==> src/core/pinmux_pkg.sv <==
/*
  Constants for the port pin function multiplexer: pin positions,
  reset values and synchroniser depth.
  Assumes a single core clock and an active-low asynchronous reset.
*/
package pinmux_pkg;
  // ----------------------------------------------------------------
  // pin positions
  // ----------------------------------------------------------------
  localparam int C_REF_A_POS = 0;
  localparam int C_CMP_A_POS = 1;
  localparam int C_TMR_POS   = 3;
  localparam int C_SCL_POS   = 6;
  localparam int C_SDA_POS   = 7;
  localparam int D_SCL_POS   = 0;
  localparam int D_SDA_POS   = 1;
  localparam int D_CMP_B_POS = 2;
  localparam int D_REF_B_POS = 3;
  // ----------------------------------------------------------------
  // reset values
  // ----------------------------------------------------------------
  localparam logic [3:0] RST_4 = 4'h0;
  localparam logic [7:0] RST_8 = 8'h00;
  localparam logic [5:0] RST_6 = 6'h00;
  localparam logic [1:0] RST_2 = 2'h0;
  localparam logic       RST_1 = 1'b0;
  // a pin input reaches logic this many edges after it changes
  localparam int SYNC_DEPTH = 2;
endpackage

==> src/core/port_pin_function_mux.sv <==
/*
  Port pin function multiplexer: GPIO against analog, reference,
  comparator, timer clock, two two-wire channels and serial programming.
  Assumes the core drives latches, directions and selects on sys_clk;
  pins arrive asynchronously and pass two flip-flops before use.
*/
// Notes on behaviour
// - port A pins analog input or GPIO
// - C0 is LED, reference A or GPIO
// - C1 is LED, comparator A or GPIO
// - C0-C5 weak pull-up only when enabled
// - C3 is LED, GPIO or timer clock
// - enabled change on C4-C7 raises interrupt
// - channel A uses C6 clock, C7 data
// - channel B uses D0 clock, D1 data
// - programmer clocks C6, exchanges data on C7
// - N-channel pull-up off in two-wire mode
// - D2 is GPIO or comparator B
// - two-wire pins never drive actively high
// - D3 is GPIO or reference B
// - D4-D7 analog input or GPIO
// - oscillator pins per internal or crystal mode
// - low master-clear level resets the device
`timescale 1ns/100ps
`default_nettype none
module port_pin_function_mux
  import pinmux_pkg::*;
(
  input  wire logic       sys_clk,
  input  wire logic       resetn,
  input  wire logic [3:0] port_a_in,
  input  wire logic [3:0] port_a_latch,
  input  wire logic [3:0] port_a_dir,
  input  wire logic [3:0] port_a_analog_sel,
  output logic      [3:0] port_a_out,
  output logic      [3:0] port_a_oe,
  output logic      [3:0] port_a_read,
  output logic      [3:0] port_a_analog_connect,
  input  wire logic [7:0] port_c_in,
  input  wire logic [7:0] port_c_latch,
  input  wire logic [7:0] port_c_dir,
  input  wire logic [5:0] port_c_led_sel,
  input  wire logic [5:0] port_c_pullup_en,
  input  wire logic       ref_a_sel,
  input  wire logic       cmp_a_sel,
  input  wire logic       comparator_a_level,
  input  wire logic       timer_clk_sel,
  output logic      [7:0] port_c_out,
  output logic      [7:0] port_c_oe,
  output logic      [7:0] port_c_read,
  output logic      [5:0] port_c_weak_pullup_on,
  output logic      [5:0] port_c_high_current,
  output logic      [1:0] port_c_npu_on,
  output logic            port_c_pin0_reference_a_out,
  output logic            port_c_pin3_timer_ext_clock,
  input  wire logic       pin_change_en,
  input  wire logic       pin_change_clear,
  output logic            pin_change_irq,
  input  wire logic       chan_a_en,
  input  wire logic       serial_clock_channel_a_pull_low,
  input  wire logic       serial_data_channel_a_pull_low,
  output logic            serial_clock_channel_a_level,
  output logic            serial_data_channel_a_level,
  input  wire logic       prog_mode,
  input  wire logic       prog_data_out,
  input  wire logic       prog_data_oe,
  output logic            prog_clock_level,
  output logic            prog_data_level,
  input  wire logic [7:0] port_d_in,
  input  wire logic [7:0] port_d_latch,
  input  wire logic [7:0] port_d_dir,
  input  wire logic [7:4] port_d_analog_sel,
  input  wire logic       cmp_b_sel,
  input  wire logic       comparator_b_level,
  input  wire logic       ref_b_sel,
  output logic      [7:0] port_d_out,
  output logic      [7:0] port_d_oe,
  output logic      [7:0] port_d_read,
  output logic      [7:4] port_d_analog_connect,
  output logic      [1:0] port_d_npu_on,
  output logic            port_d_pin3_reference_b_out,
  input  wire logic       chan_b_en,
  input  wire logic       serial_clock_channel_b_pull_low,
  input  wire logic       serial_data_channel_b_pull_low,
  output logic            serial_clock_channel_b_level,
  output logic            serial_data_channel_b_level,
  input  wire logic       osc_internal_mode,
  input  wire logic       osc_in_or_button_input,
  input  wire logic       osc_out_latch,
  output logic            osc_button_read,
  output logic            osc_in_weak_pullup_on,
  output logic            osc_out_or_general_output,
  output logic            osc_out_oe,
  input  wire logic       button_irq_en,
  input  wire logic       button_clear,
  output logic            button_irq,
  input  wire logic       master_clear_low_input,
  output logic            device_reset_n
);
  // ----------------------------------------------------------------
  // open-drain/npu pin: returns {oe, npu}; output data is always low
  // ----------------------------------------------------------------
  function automatic logic [1:0] npu_pin(input logic tw, input logic pull_low,
                                         input logic latch, input logic dir);
    if (tw)
      npu_pin = {pull_low, 1'b0};
    else
      npu_pin = {dir & ~latch, dir & latch};
  endfunction

  // ----------------------------------------------------------------
  // state
  // ----------------------------------------------------------------
  logic [3:0] sa1_ff, sa2_ff, a_out_ff, a_oe_ff, a_an_ff;
  logic [7:0] sc1_ff, sc2_ff, c_out_ff, c_oe_ff;
  logic [7:0] sd1_ff, sd2_ff, d_out_ff, d_oe_ff;
  logic [7:4] d_an_ff;
  logic [5:0] c_pu_ff, c_hc_ff;
  logic [1:0] c_npu_ff, d_npu_ff;
  logic [7:4] chg_prev_ff;
  logic [3:0] nxt_a_out, nxt_a_oe;
  logic [7:0] nxt_c_out, nxt_c_oe, nxt_d_out, nxt_d_oe;
  logic [1:0] nxt_c_npu, nxt_d_npu, pin6, pin7, pin0, pin1;
  logic       ref_a_ff, ref_b_ff, tmr_ff, chg_ff, nxt_chg;
  logic       so1_ff, so2_ff, btn_prev_ff, btn_ff, nxt_btn;
  logic       mc1_ff, mc2_ff, osc_out_ff, osc_oe_ff, osc_pu_ff;
  logic       tw_a, tw_b;

  // ----------------------------------------------------------------
  // next values
  // ----------------------------------------------------------------
  always_comb
  begin
    tw_a = chan_a_en & ~prog_mode;
    tw_b = chan_b_en;
    nxt_a_out = port_a_latch;
    nxt_a_oe  = port_a_dir & ~port_a_analog_sel;
    nxt_c_out = port_c_latch;
    nxt_c_oe  = port_c_dir;
    if (ref_a_sel)
    begin
      nxt_c_oe[C_REF_A_POS] = 1'b0;
    end
    if (cmp_a_sel)
    begin
      nxt_c_oe[C_CMP_A_POS]  = 1'b1;
      nxt_c_out[C_CMP_A_POS] = comparator_a_level;
    end
    if (timer_clk_sel)
    begin
      nxt_c_oe[C_TMR_POS] = 1'b0;
    end
    pin6 = npu_pin(tw_a, serial_clock_channel_a_pull_low,
                   port_c_latch[C_SCL_POS], port_c_dir[C_SCL_POS]);
    pin7 = npu_pin(tw_a, serial_data_channel_a_pull_low,
                   port_c_latch[C_SDA_POS], port_c_dir[C_SDA_POS]);
    if (prog_mode)
    begin
      pin6 = 2'b00;
      pin7 = {prog_data_oe & ~prog_data_out, prog_data_oe & prog_data_out};
    end
    nxt_c_oe[C_SCL_POS]  = pin6[1];
    nxt_c_oe[C_SDA_POS]  = pin7[1];
    nxt_c_out[C_SCL_POS] = 1'b0;
    nxt_c_out[C_SDA_POS] = 1'b0;
    nxt_c_npu = {pin7[0], pin6[0]};
    nxt_d_out = port_d_latch;
    nxt_d_oe  = port_d_dir;
    nxt_d_oe[7:4] = port_d_dir[7:4] & ~port_d_analog_sel;
    if (cmp_b_sel)
    begin
      nxt_d_oe[D_CMP_B_POS]  = 1'b1;
      nxt_d_out[D_CMP_B_POS] = comparator_b_level;
    end
    if (ref_b_sel)
    begin
      nxt_d_oe[D_REF_B_POS] = 1'b0;
    end
    pin0 = npu_pin(tw_b, serial_clock_channel_b_pull_low,
                   port_d_latch[D_SCL_POS], port_d_dir[D_SCL_POS]);
    pin1 = npu_pin(tw_b, serial_data_channel_b_pull_low,
                   port_d_latch[D_SDA_POS], port_d_dir[D_SDA_POS]);
    nxt_d_oe[D_SCL_POS]  = pin0[1];
    nxt_d_oe[D_SDA_POS]  = pin1[1];
    nxt_d_out[D_SCL_POS] = 1'b0;
    nxt_d_out[D_SDA_POS] = 1'b0;
    nxt_d_npu = {pin1[0], pin0[0]};
    // set wins over clear
    nxt_chg = (chg_ff & ~pin_change_clear)
            | (pin_change_en & (sc2_ff[7:4] != chg_prev_ff));
    nxt_btn = (btn_ff & ~button_clear)
            | (button_irq_en & osc_internal_mode & btn_prev_ff & ~so2_ff);
  end

  // ----------------------------------------------------------------
  // registers
  // ----------------------------------------------------------------
  always_ff @(posedge sys_clk or negedge resetn)
  begin
    if (!resetn)
    begin
      sa1_ff <= RST_4; sa2_ff <= RST_4; a_out_ff <= RST_4;
      a_oe_ff <= RST_4; a_an_ff <= RST_4;
      sc1_ff <= RST_8; sc2_ff <= RST_8; c_out_ff <= RST_8; c_oe_ff <= RST_8;
      sd1_ff <= RST_8; sd2_ff <= RST_8; d_out_ff <= RST_8; d_oe_ff <= RST_8;
      d_an_ff <= RST_4; c_pu_ff <= RST_6; c_hc_ff <= RST_6;
      c_npu_ff <= RST_2; d_npu_ff <= RST_2; chg_prev_ff <= RST_4;
      ref_a_ff <= RST_1; ref_b_ff <= RST_1; tmr_ff <= RST_1; chg_ff <= RST_1;
      so1_ff <= RST_1; so2_ff <= RST_1; btn_prev_ff <= RST_1; btn_ff <= RST_1;
      mc1_ff <= RST_1; mc2_ff <= RST_1;
      osc_out_ff <= RST_1; osc_oe_ff <= RST_1; osc_pu_ff <= RST_1;
    end
    else
    begin
      sa1_ff <= port_a_in; sa2_ff <= sa1_ff;
      sc1_ff <= port_c_in; sc2_ff <= sc1_ff;
      sd1_ff <= port_d_in; sd2_ff <= sd1_ff;
      so1_ff <= osc_in_or_button_input; so2_ff <= so1_ff;
      mc1_ff <= master_clear_low_input; mc2_ff <= mc1_ff;
      a_out_ff <= nxt_a_out; a_oe_ff <= nxt_a_oe;
      a_an_ff <= port_a_analog_sel;
      c_out_ff <= nxt_c_out; c_oe_ff <= nxt_c_oe; c_npu_ff <= nxt_c_npu;
      d_out_ff <= nxt_d_out; d_oe_ff <= nxt_d_oe; d_npu_ff <= nxt_d_npu;
      d_an_ff <= port_d_analog_sel;
      c_pu_ff <= port_c_pullup_en;
      c_hc_ff <= port_c_led_sel & nxt_c_oe[5:0];
      ref_a_ff <= ref_a_sel;
      ref_b_ff <= ref_b_sel;
      tmr_ff <= timer_clk_sel & sc2_ff[C_TMR_POS];
      chg_prev_ff <= sc2_ff[7:4];
      chg_ff <= nxt_chg;
      btn_prev_ff <= so2_ff;
      btn_ff <= nxt_btn;
      osc_out_ff <= osc_internal_mode & osc_out_latch;
      osc_oe_ff <= osc_internal_mode;
      osc_pu_ff <= osc_internal_mode;
    end
  end

  // ----------------------------------------------------------------
  // outputs
  // ----------------------------------------------------------------
  assign port_a_out = a_out_ff;
  assign port_a_oe = a_oe_ff;
  assign port_a_read = sa2_ff & ~a_an_ff;
  assign port_a_analog_connect = a_an_ff;
  assign port_c_out = c_out_ff;
  assign port_c_oe = c_oe_ff;
  assign port_c_read = sc2_ff;
  assign port_c_weak_pullup_on = c_pu_ff;
  assign port_c_high_current = c_hc_ff;
  assign port_c_npu_on = c_npu_ff;
  assign port_c_pin0_reference_a_out = ref_a_ff;
  assign port_c_pin3_timer_ext_clock = tmr_ff;
  assign pin_change_irq = chg_ff;
  assign serial_clock_channel_a_level = sc2_ff[C_SCL_POS];
  assign serial_data_channel_a_level = sc2_ff[C_SDA_POS];
  assign prog_clock_level = sc2_ff[C_SCL_POS];
  assign prog_data_level = sc2_ff[C_SDA_POS];
  assign port_d_out = d_out_ff;
  assign port_d_oe = d_oe_ff;
  assign port_d_read = {sd2_ff[7:4] & ~d_an_ff, sd2_ff[3:0]};
  assign port_d_analog_connect = d_an_ff;
  assign port_d_npu_on = d_npu_ff;
  assign port_d_pin3_reference_b_out = ref_b_ff;
  assign serial_clock_channel_b_level = sd2_ff[D_SCL_POS];
  assign serial_data_channel_b_level = sd2_ff[D_SDA_POS];
  assign osc_button_read = so2_ff;
  assign osc_in_weak_pullup_on = osc_pu_ff;
  assign osc_out_or_general_output = osc_out_ff;
  assign osc_out_oe = osc_oe_ff;
  assign button_irq = btn_ff;
  assign device_reset_n = mc2_ff;

  // ----------------------------------------------------------------
  // checks
  // ----------------------------------------------------------------
  analog_a_off_a: assert property (@(posedge sys_clk) disable iff (!resetn)
    1 |=> ((port_a_oe & $past(port_a_analog_sel)) == 4'h0))
    else $error("analog port A pin driven");
  ref_a_pin_a: assert property (@(posedge sys_clk) disable iff (!resetn)
    ref_a_sel |=> !port_c_oe[0] && port_c_pin0_reference_a_out)
    else $error("reference A pin not released");
  cmp_a_drive_a: assert property (@(posedge sys_clk) disable iff (!resetn)
    cmp_a_sel |=> port_c_oe[1] && port_c_out[1] == $past(comparator_a_level))
    else $error("comparator A not on pin");
  timer_clk_a: assert property (@(posedge sys_clk) disable iff (!resetn)
    $past(timer_clk_sel) |-> port_c_pin3_timer_ext_clock == $past(port_c_in[3], 3))
    else $error("timer clock path wrong");
  change_irq_a: assert property (@(posedge sys_clk) disable iff (!resetn)
    (pin_change_en && port_c_in[4] != $past(port_c_in[4]))
    ##1 (pin_change_en && !pin_change_clear)[*3] |-> ##[0:2] pin_change_irq)
    else $error("pin change not flagged");
  change_hold_a: assert property (@(posedge sys_clk) disable iff (!resetn)
    pin_change_irq && !pin_change_clear |=> pin_change_irq)
    else $error("change flag dropped");
  npu_off_tw_a: assert property (@(posedge sys_clk) disable iff (!resetn)
    chan_b_en |=> port_d_npu_on == 2'b00)
    else $error("npu active in two-wire mode");
  no_high_drive_a: assert property (@(posedge sys_clk) disable iff (!resetn)
    chan_a_en && !prog_mode |=> port_c_out[7:6] == 2'b00
                                && port_c_oe[6] == $past(serial_clock_channel_a_pull_low))
    else $error("two-wire pin driven high");
  cmp_b_drive_a: assert property (@(posedge sys_clk) disable iff (!resetn)
    cmp_b_sel |=> port_d_oe[2] && port_d_out[2] == $past(comparator_b_level))
    else $error("comparator B not on pin");
  prog_pins_a: assert property (@(posedge sys_clk) disable iff (!resetn)
    prog_mode |=> !port_c_oe[6] && port_c_npu_on[0] == 1'b0)
    else $error("programming clock pin driven");
  osc_xtal_a: assert property (@(posedge sys_clk) disable iff (!resetn)
    !osc_internal_mode |=> !osc_out_oe && !osc_in_weak_pullup_on)
    else $error("oscillator pin misused in crystal mode");
  mclr_a: assert property (@(posedge sys_clk) disable iff (!resetn)
    !master_clear_low_input [*3] |-> !device_reset_n)
    else $error("master clear ignored");
  cover_tw_a_c: cover property (@(posedge sys_clk) disable iff (!resetn)
    chan_a_en ##1 port_c_oe[7]);
  cover_change_c: cover property (@(posedge sys_clk) disable iff (!resetn)
    $rose(pin_change_irq) ##[1:4] pin_change_clear);
  cover_prog_c: cover property (@(posedge sys_clk) disable iff (!resetn)
    prog_mode && prog_data_oe ##1 port_c_npu_on[1]);
endmodule
`default_nettype wire

==> config.mk <==
export PLATFORM = sky130hd
export DESIGN_NAME = port_pin_function_mux
export DESIGN_NICKNAME = d
export VERILOG_FILES = /design/src/core/pinmux_pkg.sv /design/src/core/port_pin_function_mux.sv
export SDC_FILE = /design/constraint.sdc
export NUM_CORES = 1
export LEC_CHECK = 0
export BUFFER_PORTS_ARGS = -buffer_cell sky130_fd_sc_hd__buf_2
export CORE_AREA = 2 2 116 73
export CTS_CLUSTER_SIZE = 24
export DETAILED_ROUTE_END_ITERATION = 6
export DIE_AREA = 0 0 118 75
export GPL_TIMING_DRIVEN = 0
export PLACE_DENSITY_LB_ADDON = 0.1
export SETUP_SLACK_MARGIN = 0.1
export SLEW_MARGIN = 0
export SYNTH_ARGS = -nofsm -noshare
export SYNTH_HDL_FRONTEND = slang
export SYNTH_SLANG_ARGS = --single-unit
==> constraint.sdc <==
create_clock -name sys_clk -period 2.53 [get_ports sys_clk]
set_input_delay 0 -clock sys_clk [delete_from_list [all_inputs] [get_ports sys_clk]]
set_output_delay 0 -clock sys_clk [all_outputs]
set_load 0.005 [all_outputs]
==> metrics.txt, run 1 <==
status=complete, no violations; syn_area_per_cell=17.55 um^2; Chip Height=about 75 um; Buffers on Ports=201; routed vias=2,710; Seq/Total Area, Yosys=85.70%; flops & latches, synth=116; ratio of cells with drive above 1 in the final layout=46.64%; RSZ-0062 raised after global routing=no; ANT cells=0; pre-CTS setup slack=1408 ps; vias in the first global route=2,933; first-pass GRT wire length=between 10 and 15 mm; min Tclk post-route=1712 ps; # resized after CTS=0; Total Neg Setup Slack=0 ps; Synth Cell Area=0.003387 mm^2; drt total wl=~9.1 mm; fmax=about 580 MHz; WL/cell=14.12 um; Non-Filler Instances=approximately 640; NumNets Final=629; maximum buffer depth of the clock tree=2; critical path fanouts, max=5; Yosys Warn Count=0; Clock Tree Root=clkbuf_16; CTS buffer count=17; WP data arrival=roughly 2000 ps; DR iter-0 viols=96; top post-synthesis cells by area=dfrtp_1 86%, nor2b_1 3.5%, buf_4 2.9%; DR pass1 iterations=4; Core Footprint=between 0.007 and 0.008 mm^2; Relative slew margins=44.90%; Starting Density=43.84%; Tightest Pin Transition=826.4 ps; # IOs=206; CTS tree=built; post-synth top area share=85.70%; GRT Total Usage=22.18%; H-tree levels=4; cell taking the most area after synthesis=dfrtp_1; Synth Instances=193; CTS sink cnt=116; die area=0.008850 mm^2; worst min path class=primary input to flip-flop; Site Rows=25; Inst Count DP=506; # setup viols final=0; GPL Wtd Cong=0.7000; fin crit share=between 60% and 70%; PwrDens=759.1 mW/mm^2; HPWL after DPL=5.142 mm; Critical Path RT=2800 ps; Max VDD drop=0.4757 mV; Synth-to-Final Area Change=83.89%; Residual DRC=0; largest net degree at the start of global routing=between 60 and 70; clock slew at reported path FFs=50 ps; vias per cell=~4.2; final setup margin=between 800 and 900 ps; Fin. Hold Viols=0; die width=118 um; pins over their slew limit=0; clock skew=4.492 ps; Post-DRT Antenna Nets=0; Leakage=3.190 nW; WS Path Type=flip-flop to flip-flop; Distinct cells, synth=22; later-pin clock latency in the skew report=390 ps; crit end category=flip-flop; overflow left after global routing=0; # Max-Cap Violations=0; critical path launch point type=flip-flop; initial antenna violation count=0
-- path summary, 6_finish.rpt --
kind | slack, ps | cells past startpoint | from | to
max in group asynchronous | 1550 | 3 | resetn | chg_prev_ff[7]$_DFF_PN0_
min reg2reg | 340 | 0 | sc1_ff[1]$_DFF_PN0_ | port_c_read[1]$_DFF_PN0_
max reg2reg | 820 | 4 | port_c_read[7]$_DFF_PN0_ | pin_change_irq$_DFF_PN0_
min | 240 | 2 | port_d_latch[4] | port_d_out[4]$_DFF_PN0_
min in group asynchronous | 270 | 2 | resetn | port_c_npu_on[0]$_DFF_PN0_
max | 820 | 4 | port_c_read[7]$_DFF_PN0_ | pin_change_irq$_DFF_PN0_
-- worst max-delay path, stage by stage, from the launching register on --
cell and delay, ps:
dfrtp_1 440, xor2_1 170, o41ai_1 300, o21ai_1 110, dlygate4sd3_1 570
-- final cells by class --
class,count,area (um^2)
plain buffers,13,97.59
clock buffers,23,498.0
clock inverters,9,100.1
fillers,460,1498
inverters,4,15.01
multi-input cells,63,382.9
flip-flops and latches,116,2903
well taps,108,135.1
repair buffers,308,2097
-- synthesized netlist by cell type --
library cell / count
a21oi_1: 2
and2_1: 8
o22ai_1: 1
o31ai_1: 1
nand3_1: 1
inv_1: 4
conb_1: 1
nor3b_1: 2
o41ai_1: 1
buf_4: 13
nor3_1: 1
mux2_2: 2
nand4b_1: 1
or2_2: 2
nor2_1: 3
o21ai_1: 1
nor2b_1: 19
xor2_1: 4
dfrtp_1: 116
nand2_1: 5
o21ai_0: 3
nand2b_1: 2
-- cell usage in the layout, fill, tap and decap left out --
cell type | synthesis | layout
a21oi_1 | 2 | 2
and2_1 | 8 | 8
buf_16 | 0 | 1
buf_2 | 0 | 200
buf_4 | 13 | 14
bufinv_16 | 0 | 2
clkbuf_1 | 0 | 1
clkbuf_16 | 0 | 17
clkbuf_8 | 0 | 5
clkinv_2 | 0 | 5
clkinvlp_4 | 0 | 2
conb_1 | 1 | 4
dfrtp_1 | 116 | 116
dlygate4sd3_1 | 0 | 106
inv_1 | 4 | 4
mux2_2 | 2 | 2
nand2_1 | 5 | 5
nand2b_1 | 2 | 2
nand3_1 | 1 | 1
nand4b_1 | 1 | 1
nor2_1 | 3 | 3
nor2b_1 | 19 | 19
nor3_1 | 1 | 1
nor3b_1 | 2 | 2
o21ai_0 | 3 | 3
o21ai_1 | 1 | 1
o22ai_1 | 1 | 1
o31ai_1 | 1 | 1
o41ai_1 | 1 | 1
or2_2 | 2 | 2
xor2_1 | 4 | 4
-- cell families after synthesis --
logic type / after synthesis / synth area share [%]
muxes: 2 / 0.6649
AOI/OAI and AO/OA: 9 / 1.552
buffers and inverters: 17 / 3.324
other: 1 / 0.1107
DFF: 116 / 85.70
and+or+nand+nor: 44 / 7.609
xor gates and xnor gates: 4 / 1.034
-- timing repair --
action,CTS,global route
setup buffers,0,0
hold endpoints to repair,155,0
hold buffers,106,0
-- routing by layer --
metal  up-vias  GRT usage [%]  routed length (um)
li1       1257              -                   -
met1      1295          22.77                3284
met2       138          39.73                4838
met3        20          9.848                 732
met4         0          11.78                 235
met5         -              0                   0
-- sequential cells by signal, indices dropped and copies added (netlist names), 6 cells and up --
register,flops
port_c_oe,8
port_c_high_current,6
sd2_ff,8
port_d_out,6
port_c_read,8
port_c_out,6
port_c_weak_pullup_on,6
sc1_ff,8
sd1_ff,8
port_d_oe,8
-- report_power, final --
group	switching, mW	internal [mW]	total, mW
clock network	0.757	1.57	2.33
logic	0.157	0.260	0.417
registers	0.0309	1.95	1.99
-- through the flow --
step / hold slack, ps / instance area [um^2] / utilization (%) / power (mW)
after floorplan: -295.6 / 3398 / - / 2.075
after global placement: 107.8 / 4539 / 58.75 / 2.277
after detailed placement: 109.3 / 4569 / 59.14 / 2.291
after CTS: 213.2 / 6228 / 80.62 / 4.771
after global routing: 230.6 / 6228 / 80.62 / 4.911
final: 235.7 / 6228 / 80.62 / 4.728
(Power assumes the default switching activity.)
==> run 2, diff against run 1 <==
- ABC_AREA: default -> 1
- CORE_AREA: 2 2 116 73 -> 2 2 127 80
- DIE_AREA: 0 0 118 75 -> 0 0 129 82
- clock period: 2.53 -> 1.51 ns (I/O delays scaled with it)
==> metrics.txt, run 2 <==
cell taking the most area after synthesis=dfrtp_1; Seq/Total Area, Yosys=a little over four fifths; maximum buffer depth of the clock tree=2; Synth Cell Area=0.003471 mm^2; DR top layer=met4; Relative slew margins=55.85%; routed vias=2,855; Inst Count DP=580; min Tclk post-route=approximately 1200 ps; HPWL after DPL=5.292 mm; Synth Instances=240; clock skew=7.452 ps; ANT cells=0; mux contribution to synthesized area=0.6489%; vias per cell=3.976; H-tree levels=4; Tightest Pin Transition=662.3 ps; count leader, synth=dfrtp_1; final setup margin=about 290 ps; Site Rows=28; post-route cell area=~0.0063 mm^2; CTS sink cnt=between 100 and 150; XOR/XNOR Fraction of Synth Area=0%; crit end category=flip-flop; Fin. Hold Viols=0; CTS tree=built; flops & latches, synth=between 100 and 150; switch share=between 20% and 30%; Adder-Cell Fraction of Synth Area=0%; GRT Total Usage=17.43%; Synth-to-Final Area Change=80.53%; initial antenna violation count=0; Max VDD drop=0.7363 mV; pins over their slew limit=0; switching power=1.591 mW; share of power burned in registers=44.3%; DR iter-0 viols=100; drt total wl=8.813 mm; Core Footprint=0.009494 mm^2; PwrDens=approximately 1200 mW/mm^2; overflow left after global routing=0; metal2 WL=4.376 mm; FILL cells=702; Post-synth top cells=116 x dfrtp_1, 37 x inv_1, 30 x nand2_1, 24 x nor2_1, 13 x buf_4; worst min path class=primary input to async pin; vias in the first global route=around 2.9k; syn_area_per_cell=14.46 um^2; compound-cell area share of the yosys netlist=1.045%; Yosys Warn Count=0; top post-synthesis cells by area=dfrtp_1 84%, inv_1 4.0%, nand2_1 3.2%; Residual DRC=0; total power=7.502 mW; NumNets Final=676; Leakage=3.367 nW; clock slew at reported path FFs=50 ps; DR pass1 iterations=4; commonest non-fill, non-tap cell in the layout=buf_2; number of synthesized flops with an enable pin=0; WL/cell=between 10 and 15 um; routed metal-1 wirelength=3.300 mm; critical path fanouts, max=2; WL met3=around 910 um; Buffers on Ports=between 200 and 250; WS Path Type=primary input to flip-flop; Clock Tree Root=clkbuf_16; fmax=817.7 MHz; ratio of cells with drive above 1 in the final layout=42.02%; Internal=5.911 mW; status=complete, no violations; post-synth top area share=83.63%; die area=0.01058 mm^2; Chip Height=82 um; # IOs=206; Starting Density=36.56%; WP data arrival=1500 ps; RSZ-0062 raised after global routing=no; Critical Path RT=1780 ps; GPL Wtd Cong=0.7093; main combinational cell family by area after synthesis=simple AND/OR/NAND/NOR gates; CTS buffer count=17; first-pass GRT wire length=13.52 mm; Logic pwr share=9.4%; largest net degree at the start of global routing=66; ys async rst share=100.0%; Distinct cells, synth=17; fin crit share=80.99%; later-pin clock latency in the skew report=~400 ps; Primary FF master, synth=dfrtp_1; critical path launch point type=primary input; pre-CTS setup slack=582.1 ps; die width=129 um; # setup viols final=0; DP Area=between 0.004 and 0.005 mm^2; # resized after CTS=0; Synth Area in Simple Gates=under 10%; most frequent cells in the layout=200 x buf_2, 116 x dfrtp_1, 106 x dlygate4sd3_1, 37 x inv_1, 30 x nand2_1; Non-Filler Instances=718; # Max-Cap Violations=0; Post-DRT Antenna Nets=0; Clock power frac=between 40% and 50%
-- run 2: cell types whose count changed after synthesis, moves of 4 or more --
cell | previous run | this run
xor2_1 | 4 | 0
nor2_1 | 3 | 24
and2_1 | 8 | 0
nand2_1 | 5 | 30
nand3_1 | 1 | 5
nor2b_1 | 19 | 0
inv_1 | 4 | 37
-- run 2: power by group through the flow --
stage | sequential (mW) | clock, mW | combinational, mW
global placement | 3.37 | 0 | 0.469
finish | 3.32 | 3.48 | 0.702
global route | 3.34 | 3.71 | 0.780
detailed placement | 3.37 | 0 | 0.483
CTS | 3.32 | 3.57 | 0.698
floorplan | 3.39 | 0 | 0.0989
-- run 2: kinds of logic after synthesis --
group / count (synthesis)
flip-flops: 116
other: 1
buffers and inverters: 50
AND/OR/NAND/NOR: 65
multiplexers: 2
AO/OA/AOI/OAI: 6
-- run 2: path summary, 6_finish.rpt --
check,start,endpoint,slack [ps],cells after the start
worst max-delay path,port_c_dir[1],port_c_oe[1]$_DFF_PN0_,290,4
worst min-delay path,resetn,sc1_ff[6]$_DFF_PN0_,170,2
worst max register to register,button_irq$_DFF_PN0_,button_irq$_DFF_PN0_,340,3
worst min register to register,sd1_ff[3]$_DFF_PN0_,sd2_ff[3]$_DFF_PN0_,340,0
max in group asynchronous,resetn,port_d_out[3]$_DFF_PN0_,600,3
min in group sys_clk,port_c_latch[5],port_c_out[5]$_DFF_PN0_,240,2
-- run 2: area by class of cell --
| cell class | instances | area (um^2) | share of cell area, % |
|---|---|---|---|
| sequential | 116 | 2903 | 46.33 |
| timing repair buffer | 308 | 2097 | 33.47 |
| inverter | 37 | 138.9 | 2.216 |
| clock buffer | 27 | 493.0 | 7.867 |
| clock inverter | 5 | 25.02 | 0.3994 |
| multi-input combinational | 77 | 342.8 | 5.471 |
| buffer | 13 | 97.59 | 1.558 |
| tap | 135 | 168.9 | 2.696 |
-- run 2: timing repair --
| item | CTS | global route |
|---|---|---|
| setup endpoints to repair | 0 | 0 |
| hold buffers | 106 | 0 |
| endpoints found under the hold margin | 140 | 0 |
| setup buffers | 0 | 0 |
-- run 2: metrics by stage --
step                      util [%]  setup TNS (ps)  hold slack, ps
after floorplan                  -               0          -295.6
after global placement       49.05         -104090           107.1
after detailed placement     49.37               0           73.51
after CTS                    66.00               0           189.4
after global routing         66.00               0           222.5
final                        66.00               0           169.1
-- run 2: worst max-delay path, cell delays in order --
cell	delay, ps
dlygate4sd3_1	540
buf_2	120
or2_2	270
dlygate4sd3_1	560
-- run 2: routing by layer --
layer	up-vias	track usage (%)
li1	1364	-
met1	1329	18.37
met2	141	28.78
met3	21	8.143
met4	0	11.09
met5	-	0
==> run 3, diff against run 2 <==
- ABC_AREA: 1 -> 0
- CORE_AREA: 2 2 127 80 -> 2 2 125 79
- DIE_AREA: 0 0 129 82 -> 0 0 127 81
- clock period: 1.51 -> 1 ns (I/O delays scaled with it)
==> metrics.txt, run 3 (synthesized netlist as in run 1, its figures left out) <==
pins over their slew limit=0; Post-DRT Antenna Nets=0; drt total wl=9.147 mm; DR pass1 iterations=4; FILL cells=650; largest net degree at the start of global routing=60; # IOs=roughly 210; routed vias=2,676; Relative slew margins=51.39%; pre-CTS setup slack=-117.9 ps; Core Footprint=0.009319 mm^2; vias per cell=4.092; worst min path class=primary input to async pin; Synth-to-Final Area Change=85.89%; RSZ-0062 raised after global routing=yes; WS Path Type=flip-flop to flip-flop; overflow left after global routing=0; H-tree levels=4; WL/cell=about 14 um; NumNets Final=627; Residual DRC=0; Total Neg Setup Slack=-554.8 ps; die width=127 um; Inst Count DP=518; ratio of cells with drive above 1 in the final layout=approximately 47%; DP Area=approximately 0.0046 mm^2; later-pin clock latency in the skew report=390 ps; total power=12.07 mW; die area=a little over 0.01 mm^2; fmax=881.9 MHz; Leakage=3.203 nW; Max VDD drop=1.151 mV; Critical Path RT=1270 ps; Tightest Pin Transition=~730 ps; WP data arrival=between 1000 and 1500 ps; ANT cells=0; DR iter-0 viols=126; post-route cell area=~0.0063 mm^2; failing checks=negative hold slack, negative setup slack; critical path launch point type=flip-flop; CTS tree=built; most frequent cells in the layout=191 x buf_2, 114 x dfrtp_1, 104 x dlygate4sd3_1, 19 x nor2b_1, 17 x clkbuf_16; final setup margin=-133.9 ps; GPL Wtd Cong=approximately 0.75; crit end category=flip-flop; fin crit share=113.4%; clock slew at reported path FFs=50 ps; status=finished with violations; Final Util=67.56%; final hold slack=-341.7 ps; maximum buffer depth of the clock tree=2; critical path fanouts, max=3; clock skew=6.661 ps; Fin. Hold Viols=58; PwrDens=1917 mW/mm^2; Site Rows=28; # Max-Cap Violations=0; initial antenna violation count=0; commonest non-fill, non-tap cell in the layout=buf_2; Buffers on Ports=201; min Tclk post-route=1134 ps; Reg area=0.002905 mm^2; HPWL after DPL=around 5.5 mm; # setup viols final=12; Non-Filler Instances=654; CTS buffer count=17; Chip Height=81 um; first-pass GRT wire length=roughly 14 mm; area of the multi-input gates=between 300 and 400 um^2; cts hold-fix bufs=104; GRT Total Usage=18.44%; Starting Density=between 30 and 40%; CTS sink cnt=about 120; Clock Tree Root=clkbuf_16; vias in the first global route=2,871
[run 3: cell count changes in the layout (fill, tap and decap cells not counted), moves of 5 or more]
cell      previous run  this run
buf_6                0        14
clkbuf_1             7         2
nor2_1              24         3
and2_1               0         8
buf_4               14         9
nor2b_1              0        19
inv_1               37         4
nand2_1             30         5
buf_2              200       191
[run 3: per-layer routing]
| metal | track usage, % | vias up | wire (um) |
|---|---|---|---|
| li1 | - | 1252 | - |
| met1 | 21.53 | 1279 | 3543 |
| met2 | 31.24 | 131 | 4686 |
| met3 | 7.181 | 14 | 748 |
| met4 | 7.363 | 0 | 169 |
| met5 | 0 | - | 0 |
[run 3: where the power goes]
group          total (mW)  switching [mW]  internal, mW  leakage [nW]
Clock                5.98            1.97          4.01         0.296
Combinational        1.07           0.396         0.670          1.52
Sequential           5.02          0.0804          4.94          1.38
[run 3: worst paths after layout]
kind,from,cells after the start,slack (ps),endpoint
min in group sys_clk,port_d_latch[4],2,240,port_d_out[4]$_DFF_PN0_
min,resetn,1,-340,port_c_out[5]$_DFF_PN0_
max reg2reg,port_c_read[4]$_DFF_PN0_,3,-130,pin_change_irq$_DFF_PN0_
max,port_c_read[4]$_DFF_PN0_,3,-130,pin_change_irq$_DFF_PN0_
min reg2reg,sd1_ff[5]$_DFF_PN0_,0,340,sd2_ff[5]$_DFF_PN0_
max in group asynchronous,resetn,2,610,port_c_read[6]$_DFF_PN0_
[run 3: cell type report]
| cell class | count | share of cell area (%) |
|---|---|---|
| Clock inverter | 11 | 2.107 |
| Clock buffer | 21 | 7.313 |
| Buffer | 11 | 1.610 |
| Tap cell | 120 | 2.385 |
| Multi-Input combinational cell | 63 | 6.081 |
| Timing Repair Buffer | 308 | 34.12 |
| Inverter | 4 | 0.2385 |
| Sequential cell | 116 | 46.14 |
[run 3: timing repair]
item | CTS | global route
gates cloned | 0 | 0
resized for setup | 15 | 1
endpoints found under the hold margin | 147 | 58
setup buffers | 1 | 1
setup endpoints to repair | 43 | 86
[run 3: worst max-delay path, stage by stage (launching register included)]
cell and delay, ps:
dfrtp_1 410, xor2_1 150, o41ai_1 330, o21ai_1 120
